File: config.mk
export PLATFORM = sky130hd
export DESIGN_NAME = coarc_ctrl
export DESIGN_NICKNAME = d
export VERILOG_FILES = /design/src/rtl/coarc_pkg.sv /design/src/rtl/coarc_chan_if.sv /design/src/rtl/coarc_chan.sv /design/src/rtl/coarc_ctrl.sv
export SDC_FILE = /design/constraint.sdc
export NUM_CORES = 2
export LEC_CHECK = 0
export BUFFER_PORTS_ARGS = -buffer_cell sky130_fd_sc_hd__buf_2
export CORE_MARGIN = 2
export CORE_UTILIZATION = 55
export DETAILED_ROUTE_END_ITERATION = 16
export PLACE_DENSITY = 0.76
export SYNTH_ARGS = -nofsm -noshare
export SYNTH_HDL_FRONTEND = slang
export SYNTH_HIERARCHICAL = 1
export SYNTH_SLANG_ARGS = --single-unit
File: constraint.sdc
create_clock -name clk -period 7.8 [get_ports clk]
set_input_delay 0.78 -clock clk [delete_from_list [all_inputs] [get_ports clk]]
set_output_delay 0.78 -clock clk [all_outputs]
set_load 0.01 [all_outputs]
File: src/rtl/coarc_pkg.sv
// package of constants and types for the clock output adjust / reset control block
// assumes a 100 MHz core clock and an 8-bit register port driven by the serial front end
package coarc_pkg;
	// ==========================================================
	// register map
	localparam logic [7:0] SOFT_RESET_CONTROL_ADDR = 8'hf6;
	localparam logic [7:0] SOFT_RESET_VALUE = 8'h02;
	localparam int SOFT_RESET_BIT = 1;
	localparam logic [7:0] SOFT_RESET_CONTROL_RST = 8'h00;
	// ==========================================================
	// output configuration fields
	localparam int NUM_OUT = 4;
	localparam logic [1:0] DIS_STATE_TRISTATE = 2'h0;
	localparam logic [1:0] DIS_STATE_ALWAYS_ON = 2'h3;
	localparam int DIV_SEL_W = 3;
	localparam logic [2:0] DIV_SEL_MAX = 3'h5;
	localparam int STEP_W = 24;
	// one bit wider than 2250 needs, so the saturation limits stay positive and negative
	localparam int PHASE_W = 13;
	localparam logic signed [12:0] PHASE_MAX = 13'sh08ca;
	localparam logic signed [12:0] PHASE_MIN = -13'sh08ca;
	// ==========================================================
	// timing
	localparam int CLK_HZ = 100_000_000;
	localparam int LOCK_WAIT_MS = 25;
	localparam int LOCK_WAIT_CYC = CLK_HZ / 1000 * LOCK_WAIT_MS;
	localparam int PIN_RATE_HZ = 1_500_000;
	localparam int PIN_GAP_CYC = (CLK_HZ + PIN_RATE_HZ - 1) / PIN_RATE_HZ;
	localparam int CAL_CYC = 16;
	// ==========================================================
	// sequencer states
	typedef enum logic [2:0] {
		COARC_IDLE,
		COARC_OFF,
		COARC_CAL,
		COARC_LOCK,
		COARC_ON
	} coarc_state_t;
endpackage

File: src/rtl/coarc_chan_if.sv
// interface carrying the per-output step commands to the channel accumulator
// assumes one clock domain shared by both ends
`timescale 1ns/1ps
`default_nettype none
interface coarc_chan_if;
	import coarc_pkg::*;
	logic freq_up;
	logic freq_dn;
	logic phase_up;
	logic phase_dn;
	logic load;
	logic [STEP_W-1:0] freq_step;
	logic signed [PHASE_W-1:0] phase_step;
	logic signed [PHASE_W-1:0] phase_init;
	logic [DIV_SEL_W-1:0] div_sel;
	logic signed [STEP_W+7:0] freq_offset;
	logic signed [PHASE_W-1:0] phase_now;
	modport ctrl (output freq_up, freq_dn, phase_up, phase_dn, load, freq_step, phase_step,
		phase_init, div_sel, input freq_offset, phase_now);
	modport chan (input freq_up, freq_dn, phase_up, phase_dn, load, freq_step, phase_step,
		phase_init, div_sel, output freq_offset, phase_now);
endinterface
`default_nettype wire

File: src/rtl/coarc_chan.sv
// per-output accumulator of frequency and phase steps
// assumes step commands are single-cycle pulses from the controller
`timescale 1ns/1ps
`default_nettype none
module coarc_chan
	import coarc_pkg::*;
(
	input wire logic clk,
	input wire logic resetn,
	coarc_chan_if.chan ch
);
	logic signed [STEP_W+7:0] freq_reg, freq_next;
	logic signed [PHASE_W-1:0] phase_reg, phase_next;
	logic signed [PHASE_W:0] phase_sum;
	logic signed [STEP_W+7:0] step_ext;

	// ==========================================================
	// step accumulation
	// frequency step is shifted right by the post divider select before the add, so divided outputs take smaller frequency steps; phase steps are not shifted
	always_comb begin
		step_ext = (STEP_W+8)'($signed({1'b0, ch.freq_step}) >>> ch.div_sel);
		freq_next = freq_reg;
		phase_next = phase_reg;
		phase_sum = {phase_reg[PHASE_W-1], phase_reg};
		if (ch.load) begin
			freq_next = '0;
			phase_next = (ch.div_sel == '0) ? ch.phase_init : '0;
		end else begin
			if (ch.freq_up && !ch.freq_dn)
				freq_next = freq_reg + step_ext;
			else if (ch.freq_dn && !ch.freq_up)
				freq_next = freq_reg - step_ext;
			if (ch.phase_up && !ch.phase_dn)
				phase_sum = phase_sum + ch.phase_step;
			else if (ch.phase_dn && !ch.phase_up)
				phase_sum = phase_sum - ch.phase_step;
			// saturate to the +/-45 ns window
			if (phase_sum > PHASE_MAX)
				phase_next = PHASE_MAX;
			else if (phase_sum < PHASE_MIN)
				phase_next = PHASE_MIN;
			else
				phase_next = phase_sum[PHASE_W-1:0];
		end
	end

	always_ff @(posedge clk) begin
		if (!resetn) begin
			freq_reg <= '0;
			phase_reg <= '0;
		end else begin
			freq_reg <= freq_next;
			phase_reg <= phase_next;
		end
	end

	assign ch.freq_offset = freq_reg;
	assign ch.phase_now = phase_reg;
endmodule
`default_nettype wire

File: src/rtl/coarc_ctrl.sv
// top of the clock output adjust / reset control block
// assumes a serial front end that delivers byte writes and reads on a simple port,
// and analog synthesis that follows the enables, align and offset outputs.
`timescale 1ns/1ps
`default_nettype none
module coarc_ctrl
	import coarc_pkg::*;
#(
	parameter int LOCK_CYCLES = LOCK_WAIT_CYC,
	parameter bit LATER_REV = 1'b1
)(
	input wire logic clk,
	input wire logic resetn,
	input wire logic reg_wr,
	input wire logic reg_rd,
	input wire logic [7:0] reg_addr,
	input wire logic [7:0] reg_wdata,
	output logic [7:0] reg_rdata,
	input wire logic lock_wait_bypass,
	input wire logic [2*NUM_OUT-1:0] dis_state,
	input wire logic [NUM_OUT-1:0] out_invert,
	input wire logic [NUM_OUT*DIV_SEL_W-1:0] output_post_divider,
	input wire logic [NUM_OUT-1:0] freq_up_cmd,
	input wire logic [NUM_OUT-1:0] freq_dn_cmd,
	input wire logic [NUM_OUT-1:0] phase_up_cmd,
	input wire logic [NUM_OUT-1:0] phase_dn_cmd,
	input wire logic [STEP_W-1:0] freq_step_size,
	input wire logic [PHASE_W-1:0] phase_step_size,
	input wire logic [NUM_OUT*PHASE_W-1:0] phase_init,
	input wire logic freq_step_up_pin,
	input wire logic freq_step_down_pin,
	input wire logic phase_step_up_pin,
	input wire logic phase_step_down_pin,
	input wire logic zero_delay_en,
	input wire logic [1:0] zero_delay_sel,
	input wire logic [NUM_OUT-1:0] spread_en,
	input wire logic [NUM_OUT-1:0] spread_center,
	input wire logic [NUM_OUT-1:0] host_spread_prog,
	output logic [NUM_OUT-1:0] out_enable,
	output logic [NUM_OUT-1:0] align_req,
	output logic [NUM_OUT-1:0] align_falling,
	output logic cal_busy,
	output logic [NUM_OUT-1:0] feedback_route,
	output logic [NUM_OUT-1:0] spread_down_mode,
	output logic [NUM_OUT-1:0] spread_up_shift,
	output logic [NUM_OUT-1:0] spread_preset,
	output logic [NUM_OUT*(STEP_W+8)-1:0] freq_offset,
	output logic [NUM_OUT*PHASE_W-1:0] phase_offset
);
	localparam int LC_W = $clog2(LOCK_CYCLES + 1);
	localparam int GAP_W = $clog2(PIN_GAP_CYC + 1);

	// true when the disable state field of output i selects always-on
	function automatic logic always_on(input logic [2*NUM_OUT-1:0] ds, input int i);
		return ds[2*i +: 2] == DIS_STATE_ALWAYS_ON;
	endfunction

	// ==========================================================
	// register port
	logic [7:0] soft_reg, soft_next;
	logic [7:0] rdata_reg, rdata_next;
	logic start_pulse;

	// write of the soft reset value starts the sequence; bit stays as written
	always_comb begin
		soft_next = soft_reg;
		rdata_next = rdata_reg;
		start_pulse = 1'b0;
		if (reg_wr && reg_addr == SOFT_RESET_CONTROL_ADDR) begin
			soft_next = reg_wdata;
			start_pulse = reg_wdata[SOFT_RESET_BIT];
		end
		if (reg_rd)
			rdata_next = (reg_addr == SOFT_RESET_CONTROL_ADDR) ? soft_reg : 8'h00;
	end

	always_ff @(posedge clk) begin
		if (!resetn) begin
			soft_reg <= SOFT_RESET_CONTROL_RST;
			rdata_reg <= 8'h00;
		end else begin
			soft_reg <= soft_next;
			rdata_reg <= rdata_next;
		end
	end

	// ==========================================================
	// soft reset sequencer; power-on reset runs the same sequence once
	coarc_state_t state_reg, state_next;
	logic [LC_W-1:0] cnt_reg, cnt_next;
	logic [NUM_OUT-1:0] off_reg, off_next;
	logic [NUM_OUT-1:0] en_reg, en_next;
	logic [NUM_OUT-1:0] align_reg, align_next;
	logic [NUM_OUT-1:0] fall_reg, fall_next;
	logic busy_reg, busy_next;
	logic por_reg, por_next;
	logic load_pulse;

	// configuration is only read, never rewritten, so a restart preserves it
	always_comb begin
		state_next = state_reg;
		cnt_next = cnt_reg;
		off_next = off_reg;
		en_next = en_reg;
		align_next = '0;
		fall_next = fall_reg;
		busy_next = busy_reg;
		por_next = 1'b0;
		load_pulse = 1'b0;
		case (state_reg)
			COARC_IDLE: begin
				if (start_pulse || por_reg) begin
					state_next = COARC_OFF;
					busy_next = 1'b1;
				end
			end
			COARC_OFF: begin
				for (int i = 0; i < NUM_OUT; i++) begin
					off_next[i] = !always_on(dis_state, i);
					en_next[i] = always_on(dis_state, i);
				end
				cnt_next = '0;
				state_next = COARC_CAL;
			end
			COARC_CAL: begin
				if (cnt_reg == LC_W'(CAL_CYC - 1)) begin
					load_pulse = 1'b1;
					for (int i = 0; i < NUM_OUT; i++) begin
						align_next[i] = output_post_divider[i*DIV_SEL_W +: DIV_SEL_W] == '0;
						fall_next[i] = !out_invert[i];
					end
					cnt_next = '0;
					state_next = lock_wait_bypass ? COARC_ON : COARC_LOCK;
				end else begin
					cnt_next = cnt_reg + 1'b1;
				end
			end
			COARC_LOCK: begin
				// outputs other than always-on ones stay off for the whole lock window
				if (cnt_reg == LC_W'(LOCK_CYCLES - 1))
					state_next = COARC_ON;
				else
					cnt_next = cnt_reg + 1'b1;
			end
			COARC_ON: begin
				en_next = en_reg | off_reg;
				off_next = '0;
				busy_next = 1'b0;
				state_next = COARC_IDLE;
			end
			default: state_next = COARC_IDLE;
		endcase
		for (int i = 0; i < NUM_OUT; i++)
			if (always_on(dis_state, i))
				en_next[i] = 1'b1;
	end

	always_ff @(posedge clk) begin
		if (!resetn) begin
			state_reg <= COARC_IDLE;
			cnt_reg <= '0;
			off_reg <= '0;
			en_reg <= '0;
			align_reg <= '0;
			fall_reg <= '1;
			busy_reg <= 1'b0;
			por_reg <= 1'b1;
		end else begin
			state_reg <= state_next;
			cnt_reg <= cnt_next;
			off_reg <= off_next;
			en_reg <= en_next;
			align_reg <= align_next;
			fall_reg <= fall_next;
			busy_reg <= busy_next;
			por_reg <= por_next;
		end
	end

	// ==========================================================
	// step pins: rate limited to one accepted command per spacing window
	logic [GAP_W-1:0] fgap_reg, fgap_next, pgap_reg, pgap_next;
	logic fpin_up, fpin_dn, ppin_up, ppin_dn;

	// a pin pulse inside the window is dropped; faster than 1.5 MHz is out of spec anyway
	always_comb begin
		fpin_up = 1'b0;
		fpin_dn = 1'b0;
		ppin_up = 1'b0;
		ppin_dn = 1'b0;
		fgap_next = (fgap_reg != '0) ? fgap_reg - 1'b1 : fgap_reg;
		pgap_next = (pgap_reg != '0) ? pgap_reg - 1'b1 : pgap_reg;
		if (fgap_reg == '0 && (freq_step_up_pin ^ freq_step_down_pin)) begin
			fpin_up = freq_step_up_pin;
			fpin_dn = freq_step_down_pin;
			fgap_next = GAP_W'(PIN_GAP_CYC - 1);
		end
		if (pgap_reg == '0 && (phase_step_up_pin ^ phase_step_down_pin)) begin
			ppin_up = phase_step_up_pin;
			ppin_dn = phase_step_down_pin;
			pgap_next = GAP_W'(PIN_GAP_CYC - 1);
		end
	end

	always_ff @(posedge clk) begin
		if (!resetn) begin
			fgap_reg <= '0;
			pgap_reg <= '0;
		end else begin
			fgap_reg <= fgap_next;
			pgap_reg <= pgap_next;
		end
	end

	// ==========================================================
	// channels
	logic [NUM_OUT*(STEP_W+8)-1:0] foff_next;
	logic [NUM_OUT*PHASE_W-1:0] poff_next;
	logic [NUM_OUT*(STEP_W+8)-1:0] foff_reg;
	logic [NUM_OUT*PHASE_W-1:0] poff_reg;

	for (genvar g = 0; g < NUM_OUT; g++) begin : g_ch
		coarc_chan_if ch_if ();
		// only output zero listens to the step pins
		assign ch_if.freq_up = freq_up_cmd[g] | ((g == 0) & fpin_up);
		assign ch_if.freq_dn = freq_dn_cmd[g] | ((g == 0) & fpin_dn);
		assign ch_if.phase_up = phase_up_cmd[g] | ((g == 0) & ppin_up);
		assign ch_if.phase_dn = phase_dn_cmd[g] | ((g == 0) & ppin_dn);
		assign ch_if.load = load_pulse;
		assign ch_if.freq_step = freq_step_size;
		assign ch_if.phase_step = phase_step_size;
		assign ch_if.phase_init = phase_init[g*PHASE_W +: PHASE_W];
		// selections above divide by 32 are clamped to the largest ratio
		assign ch_if.div_sel = (output_post_divider[g*DIV_SEL_W +: DIV_SEL_W] > DIV_SEL_MAX) ?
			DIV_SEL_MAX : output_post_divider[g*DIV_SEL_W +: DIV_SEL_W];
		assign foff_next[g*(STEP_W+8) +: STEP_W+8] = ch_if.freq_offset;
		assign poff_next[g*PHASE_W +: PHASE_W] = ch_if.phase_now;
		coarc_chan u_chan (
			.clk(clk),
			.resetn(resetn),
			.ch(ch_if.chan)
		);
	end

	// ==========================================================
	// feedback routing and spread mode
	logic [NUM_OUT-1:0] fb_next, sdown_next, sshift_next, spre_next;

	always_comb begin
		for (int i = 0; i < NUM_OUT; i++) begin
			fb_next[i] = zero_delay_en && (zero_delay_sel == 2'(i));
			// later revision makes center spread by up-shift plus down spread
			sdown_next[i] = spread_en[i] && (LATER_REV || !spread_center[i]);
			sshift_next[i] = spread_en[i] && spread_center[i] && LATER_REV;
			spre_next[i] = spread_en[i] && !host_spread_prog[i];
		end
	end

	always_ff @(posedge clk) begin
		if (!resetn) begin
			feedback_route <= '0;
			spread_down_mode <= '0;
			spread_up_shift <= '0;
			spread_preset <= '0;
			foff_reg <= '0;
			poff_reg <= '0;
		end else begin
			feedback_route <= fb_next;
			spread_down_mode <= sdown_next;
			spread_up_shift <= sshift_next;
			spread_preset <= spre_next;
			foff_reg <= foff_next;
			poff_reg <= poff_next;
		end
	end

	assign reg_rdata = rdata_reg;
	assign out_enable = en_reg;
	assign align_req = align_reg;
	assign align_falling = fall_reg;
	assign cal_busy = busy_reg;
	assign freq_offset = foff_reg;
	assign phase_offset = poff_reg;
endmodule
`default_nettype wire

Word-level counts from Yosys, hierarchy flattened
Cells that the tools add are included.
- output and inout port bits: 217
- logic and storage cells: 256
- register bits: 449
- shift-type cells: 4
- mux-type cells: 69
- magnitude comparators: 12
- reductions and logical operators: 95
- $add $sub $neg: 19
- equality and inequality tests: 18
- bitwise gates (word level): 8
- operators by type and width (cell ; number):
    two-way mux 32 bit ; 8
    two-way mux 13 bit ; 16
    two-way mux 14 bit ; 12
    adder 32 bit ; 4
    >>> shifter 25 x 3 -> 32 bit ; 4
    subtractor 32 bit ; 4
    one-hot mux 22 bit (3 select lines) ; 1
    adder 13 x 13 -> 14 bit ; 4
    > comparator 14 x 13 -> 1 bit, second input constant ; 4
    < comparator 14 x 13 -> 1 bit, second input constant ; 4
    subtractor 13 x 13 -> 14 bit ; 4
    two-way mux 22 bit ; 2
    logical AND 1 bit ; 31
    logical NOT 1 bit ; 28
    two-way mux 7 bit ; 4
    logical NOT 3 bit ; 9
    two-way mux 3 bit ; 8
    adder 22 x 1 -> 22 bit, second input constant ; 1
    == test 22 bit, second input constant ; 1
    == test 22 x 4 -> 1 bit, second input constant ; 1
    one-hot mux 4 bit (2 select lines) ; 2
    nonzero test 2 bit ; 8
    nonzero test 3 bit ; 5
    logical NOT 7 bit ; 2
    23 further kinds ; 58

Longest topological paths before layout
- word-level depth: 13
- depth in mapped cells: 26
- depth with buffers taken out: 22

Modules after synthesis
The synthesis kept the hierarchy.
- modules (own cells, without submodules) (module ; area an instance (sq um) ; cells each ; times used):
    coarc_chan at g_ch[1].u_chan ... ; 6233.5 ; 794 ; 2
    coarc_ctrl ; 8668.3 ; 815 ; 1
    coarc_chan at g_ch[0].u_chan ; 6483.7 ; 867 ; 1
    coarc_chan at g_ch[3].u_chan ; 6289.8 ; 801 ; 1

Worst setup path before layout
No wires, ideal clock.
- kind: input-to-reg
- from: input output_post_divider[2]
- to: register g_ch[0].u_chan.freq_reg[31]
- buffers on the path: 6
- path slack: 2033 ps
- stages on the path: 25
- arrival: 5697 ps
- data required time: 7729 ps
- library setup time: 71 ps
- path through: clkbuf_1 -> buf_2 -> buf_2 -> buf_2 -> buf_2 -> buf_1 -> mux4_2 -> nand2_1 -> o21a_1 -> ha_1 -> nand3_1 -> nor2_1 -> a31oi_1 -> xnor2_1 -> ha_1 -> a21o_1 -> or3_1 -> o22a_1 -> a211oi_1 -> nor3_1 -> o2111a_1 -> o22ai_1 -> xor2_1 -> or3_1 -> a21oi_1
- longest elaborated chain between the ends: 6
- ends and longest elaborated chain (item ; RTL line ; text):
    from (decl) ; coarc_ctrl.sv:22 ; input wire logic [NUM_OUT*DIV_SEL_W-1:0] output_post_divider,
    > comparator 3 bit ; coarc_ctrl.sv:234 ; assign ch_if.div_sel = (output_post_divider[g*DIV_SEL_W +: DIV_SEL_W] > DIV_SEL_MAX) ?
    two-way mux 3 bit (*) ; coarc_ctrl.sv:234 ;
    >>> shifter 25 x 3 -> 32 bit (*) ; coarc_chan.sv:21 ; step_ext = (STEP_W+8)'($signed({1'b0, ch.freq_step}) >>> ch.div_sel);
    subtractor 32 bit ; coarc_chan.sv:32 ; freq_next = freq_reg - step_ext;
    two-way mux 32 bit ; coarc_chan.sv:31 ; else if (ch.freq_dn && !ch.freq_up)
    two-way mux 32 bit (*) ; coarc_chan.sv:29 ; if (ch.freq_up && !ch.freq_dn)
    to (signal assigned) ; coarc_chan.sv:52 ; freq_reg <= freq_next;
    to (decl) ; coarc_chan.sv:12 ; logic signed [STEP_W+7:0] freq_reg, freq_next;
Mark *: on every way between the ends. The rest lies on a longest branch, timed or not. The select of a mux whose other input is x is not followed.
A chain may end at the register's enable or synchronous reset.

Worst setup path after layout
- from: input output_post_divider[1]
- to: register g_ch[0].u_chan.freq_reg[28]
- longest elaborated chain between the ends: 6
- ends and longest elaborated chain (item ; RTL line ; text):
    > comparator 3 bit ; coarc_ctrl.sv:234 ;
    two-way mux 3 bit (*) ; coarc_ctrl.sv:234 ;
    via g_ch[0].ch_if.div_sel[1] ; coarc_chan_if.sv:15 ; logic [DIV_SEL_W-1:0] div_sel;
    >>> shifter 25 x 3 -> 32 bit (*) ; coarc_chan.sv:21 ;
    subtractor 32 bit ; coarc_chan.sv:32 ;
    two-way mux 32 bit ; coarc_chan.sv:31 ;
    two-way mux 32 bit (*) ; coarc_chan.sv:29 ;
The timed path passes the listed nets; every way through them passes the cells marked *. The select of a mux whose other input is x is not followed.

==> out/results.txt <==
The run finished with clean final reports. The logs give 0.204 for the relative slew slack and 95000 um for the aggregate routed wire length. The total nets after synthesis was 4517. The detail-routed net length per standard cell came out at 18.4 um. In this run the power spent charging and discharging nets is 5.02 mW. For the count of hold buffers inserted by post-cts repair, the log shows 0.

The share of synthesized registers carrying an async set or reset came out at 0. The number of buffers added for setup after CTS was 0; the max-capacitance violation count was 0. Setup violations remaining at the end of the flow were counted as 0.

Switching fraction of total power: 0.419. After detailed routing, the number of remaining DRC violations is 0. The largest delay contributor family on the critical path was simple AND/OR/NAND/NOR gates. Type of element launching the critical path: a primary input.

The die is 252 um wide. Walking the worst path, the cells encountered are buf_2, nor2b_4, mux2_2, nor2_1, a21o_1, a32o_1, nor2b_1, and3_1, nand2_1, nor4_4, a21oi_1, xnor2_1, ha_1, and3_1, a221o_1, a21oi_1, nor2b_1, a311oi_1, o21ai_0, a211oi_1, xnor2_1, mux2i_1, nor2_1. Dividing the synthesized area by the synthesized cell count gives 8.33 um2. Leaving out filler cells and counting taps, the final layout contains 5155. The area added between synthesis and finish came out at 11.4%. The master of the slowest instance on the critical path was nor2b_4. The clock-pin slew of the registers on the worst-case setup and hold paths was 0.06 ns. Global-route wire length before repair: 150000 um. The startpoint-to-endpoint class of the critical path was primary input to flip-flop. The floorplan step defined a core boundary enclosing 61400 um2. The clock period could shrink to 5.89 ns.

Initial antenna violation count: 4. The wire-length estimate of the detail-placed layout is 71100 um. For the final-layout fill cell count, the log shows 5500. Along the worst hold path, the cell count comes to 2. In this run, post-CTS repair resized a total of 0 instances.

The setup TNS was 0 ns; the depth of the CTS H-tree was 2. Setup repair after global routing left no endpoint under its margin. Summed over all cells, the static leakage comes to 16.8 nW. For the number of standard cells after synthesis, the log shows 4071. The maximum clock frequency was 0.170 GHz.

The instance area at placement is 36100 um2, and the number of I/O port buffers is 385. The number of buffers and inverters on the critical path was 1. The net count of the finished layout is 4770. In this run the number of cells on the critical path is 23. TritonCTS built the clock tree. The tools report the maximum vdd ir drop as 239 uV. STA puts the critical path data arrival time at 6.42 ns.

The run gives 6.96 mW as the internal power contribution. For the aggregate global-route resource usage, the log shows 0.287. The total power of the final layout was 12.0 mW; the number of flops mapped to enable cells by yosys was 0. Clock tree root buffer cell: clkbuf_16. The critical path required time is 8.33 ns, and the effective utilization at floorplan is 0.553. The endpoint type of the worst setup path is a flip-flop.

The part of the total power dissipated in combinational logic was 0.517; the largest stage delay on the critical path was 0.94 ns. Of all nets on the critical path, the largest fanout is 39. 386 I/O pins were placed.

On the final layout, the worst hold slack is 0.328 ns. In this run, CTS created clock tree buffers numbering 49. The post-detailed-route count of antenna-violating nets was 0.

Path class of the lowest-slack min-delay path: primary input to flip-flop. Mean number of vias per cell: 6.10. The power share of the sequential group is 0.281. At the end of routability-driven placement, the weighted congestion stood at 0.991.

OpenSTA, run right after detailed placement, puts the worst setup slack at 1.37 ns. Measured in cells, the most critical reg-to-reg path has a length of 17. The register area share after synthesis is 0.265.

For the routed via count, the log shows 31500. In this run the core area contains 91 standard-cell rows. The total overflow reported by the global router was 0. Yosys mapped the design onto 127 distinct sky130hd cell types. Fraction of layout instances using a drive strength above 1: 0.156. For this run, the leading register cell type out of synthesis is dfxtp_1. Across all setup checks in the final design, the least slack found is 1.91 ns. The final clock period utilization by the worst path was 0.755. After detailed placement, the design holds a cell count of 5063. For the pin with the worst max-slew slack, the measured transition is 1.19 ns.

In this run the power density over the cells is 317 nW/um2. The number of global-route vias before repair was 28800; the combined area of all synthesized cells was 33900 um2. For the first-pass iteration count of the detailed router, the log shows 8. The tools report the iteration-0 DRC count of the detailed router as 2429. The tools report the hold violation total from the final report as 0.

Counting every sink on the clock net gives 449. The largest net degree at the start of global routing is 81, and the die boundary height is 252 um. The clock reaches the later pin of the worst-skew pair after 0.60 ns.

The maximum buffer depth of the clock tree was 3; the relative contribution of the clock network to total power was 0.201. Across the routed clock network, the largest skew measured is 0.0199 ns. The Yosys step of the flow raised 6 warnings. The logs give 0.615 for the final core utilization and 37800 um2 for the final design area excluding fillers.

Final-report max-slew violation count: 0. The full die area came out at 63700 um2. In this run, synthesis produced a sequential element count of 449.
==> worst paths after layout <==
| check | endpoint | startpoint | slack (ns) |
|---|---|---|---|
| setup / recovery | g_ch[0].u_chan/ch.freq_offset[28] | output_post_divider[1] | 1.91 |
| hold / removal | spread_preset[2] | host_spread_prog[2] | 0.33 |
| setup reg to reg | g_ch[0].u_chan/ch.freq_offset[31] | fgap_reg[2] | 2.75 |
| hold reg to reg | soft_reg[1] | soft_reg[1] | 0.47 |
==> layout make-up <==
class,count,area [um2],area share
diodes,3,7.51,0.000199
clock buffers,67,1400,0.0372
clock inverters,22,263,0.00696
inverters,176,666,0.0176
multi-input cells,3236,23300,0.617
flip-flops and latches,449,8990,0.238
well taps,790,988,0.0262
repair buffers,412,2140,0.0565
==> logic make-up (layout without fill, tap and decap cells) <==
kind of cell,Yosys count,in the layout,share of synthesized area
compound gates,1193,1193,0.240
xor+xnor,194,194,0.0501
fa+ha+maj,277,277,0.105
buf+inv,386,677,0.0478
flops,449,449,0.265
mux,208,208,0.0865
other cells,0,3,0
simple gates,1364,1364,0.206
==> placed cells by master, fill, tap and decap left out, drive strengths merged, types with 23 or more instances in the layout <==
cell type	instances
xnor2	135
o21bai	35
nand2b	58
o211ai	30
a22o	23
and3	50
nand3	70
nor2	374
xor2	59
a211oi	47
mux2i	134
clkbuf	67
a21oi	367
o21a	39
o22ai	54
o21ai	170
and2	224
inv	179
mux4	63
a31oi	65
a221oi	25
dfxtp	449
nand4	25
nor3	89
nor2b	74
ha	265
buf	412
nand2	267
or3	35
a21o	65
==> power by group through the flow <==
stage | clock, mW | combinational, mW | sequential (mW)
after global placement | 0 | 6.00 | 3.41
after detailed placement | 0 | 6.06 | 3.42
final | 2.41 | 6.20 | 3.37
after global routing | 2.55 | 6.89 | 3.44
after floorplan | 0 | 4.75 | 3.31
after CTS | 2.47 | 6.11 | 3.37
==> Yosys cell counts, drive strengths merged (59+ instances only) <==
library cell,number,area share
nor3,89,0.014
ha,265,0.098
mux4,63,0.042
a31oi,65,0.013
nor2,374,0.041
a21o,65,0.014
a21oi,367,0.055
and2,224,0.041
o21ai,170,0.025
nand3,70,0.010
clkbuf,132,0.015
nor2b,74,0.014
inv,175,0.020
xnor2,135,0.035
dfxtp,449,0.27
xor2,59,0.015
nand2,267,0.030
mux2i,134,0.041
buf,78,0.013
==> routing by layer <==
| metal | vias up | share of wire | GRT usage |
|---|---|---|---|
| li1 | 15400 | - | - |
| met1 | 14700 | 0.44 | 0.392 |
| met2 | 1194 | 0.44 | 0.452 |
| met3 | 205 | 0.077 | 0.0476 |
| met4 | 6 | 0.040 | 0.117 |
| met5 | - | 0.00041 | 0 |
Power figures use the tool's default switching activity.
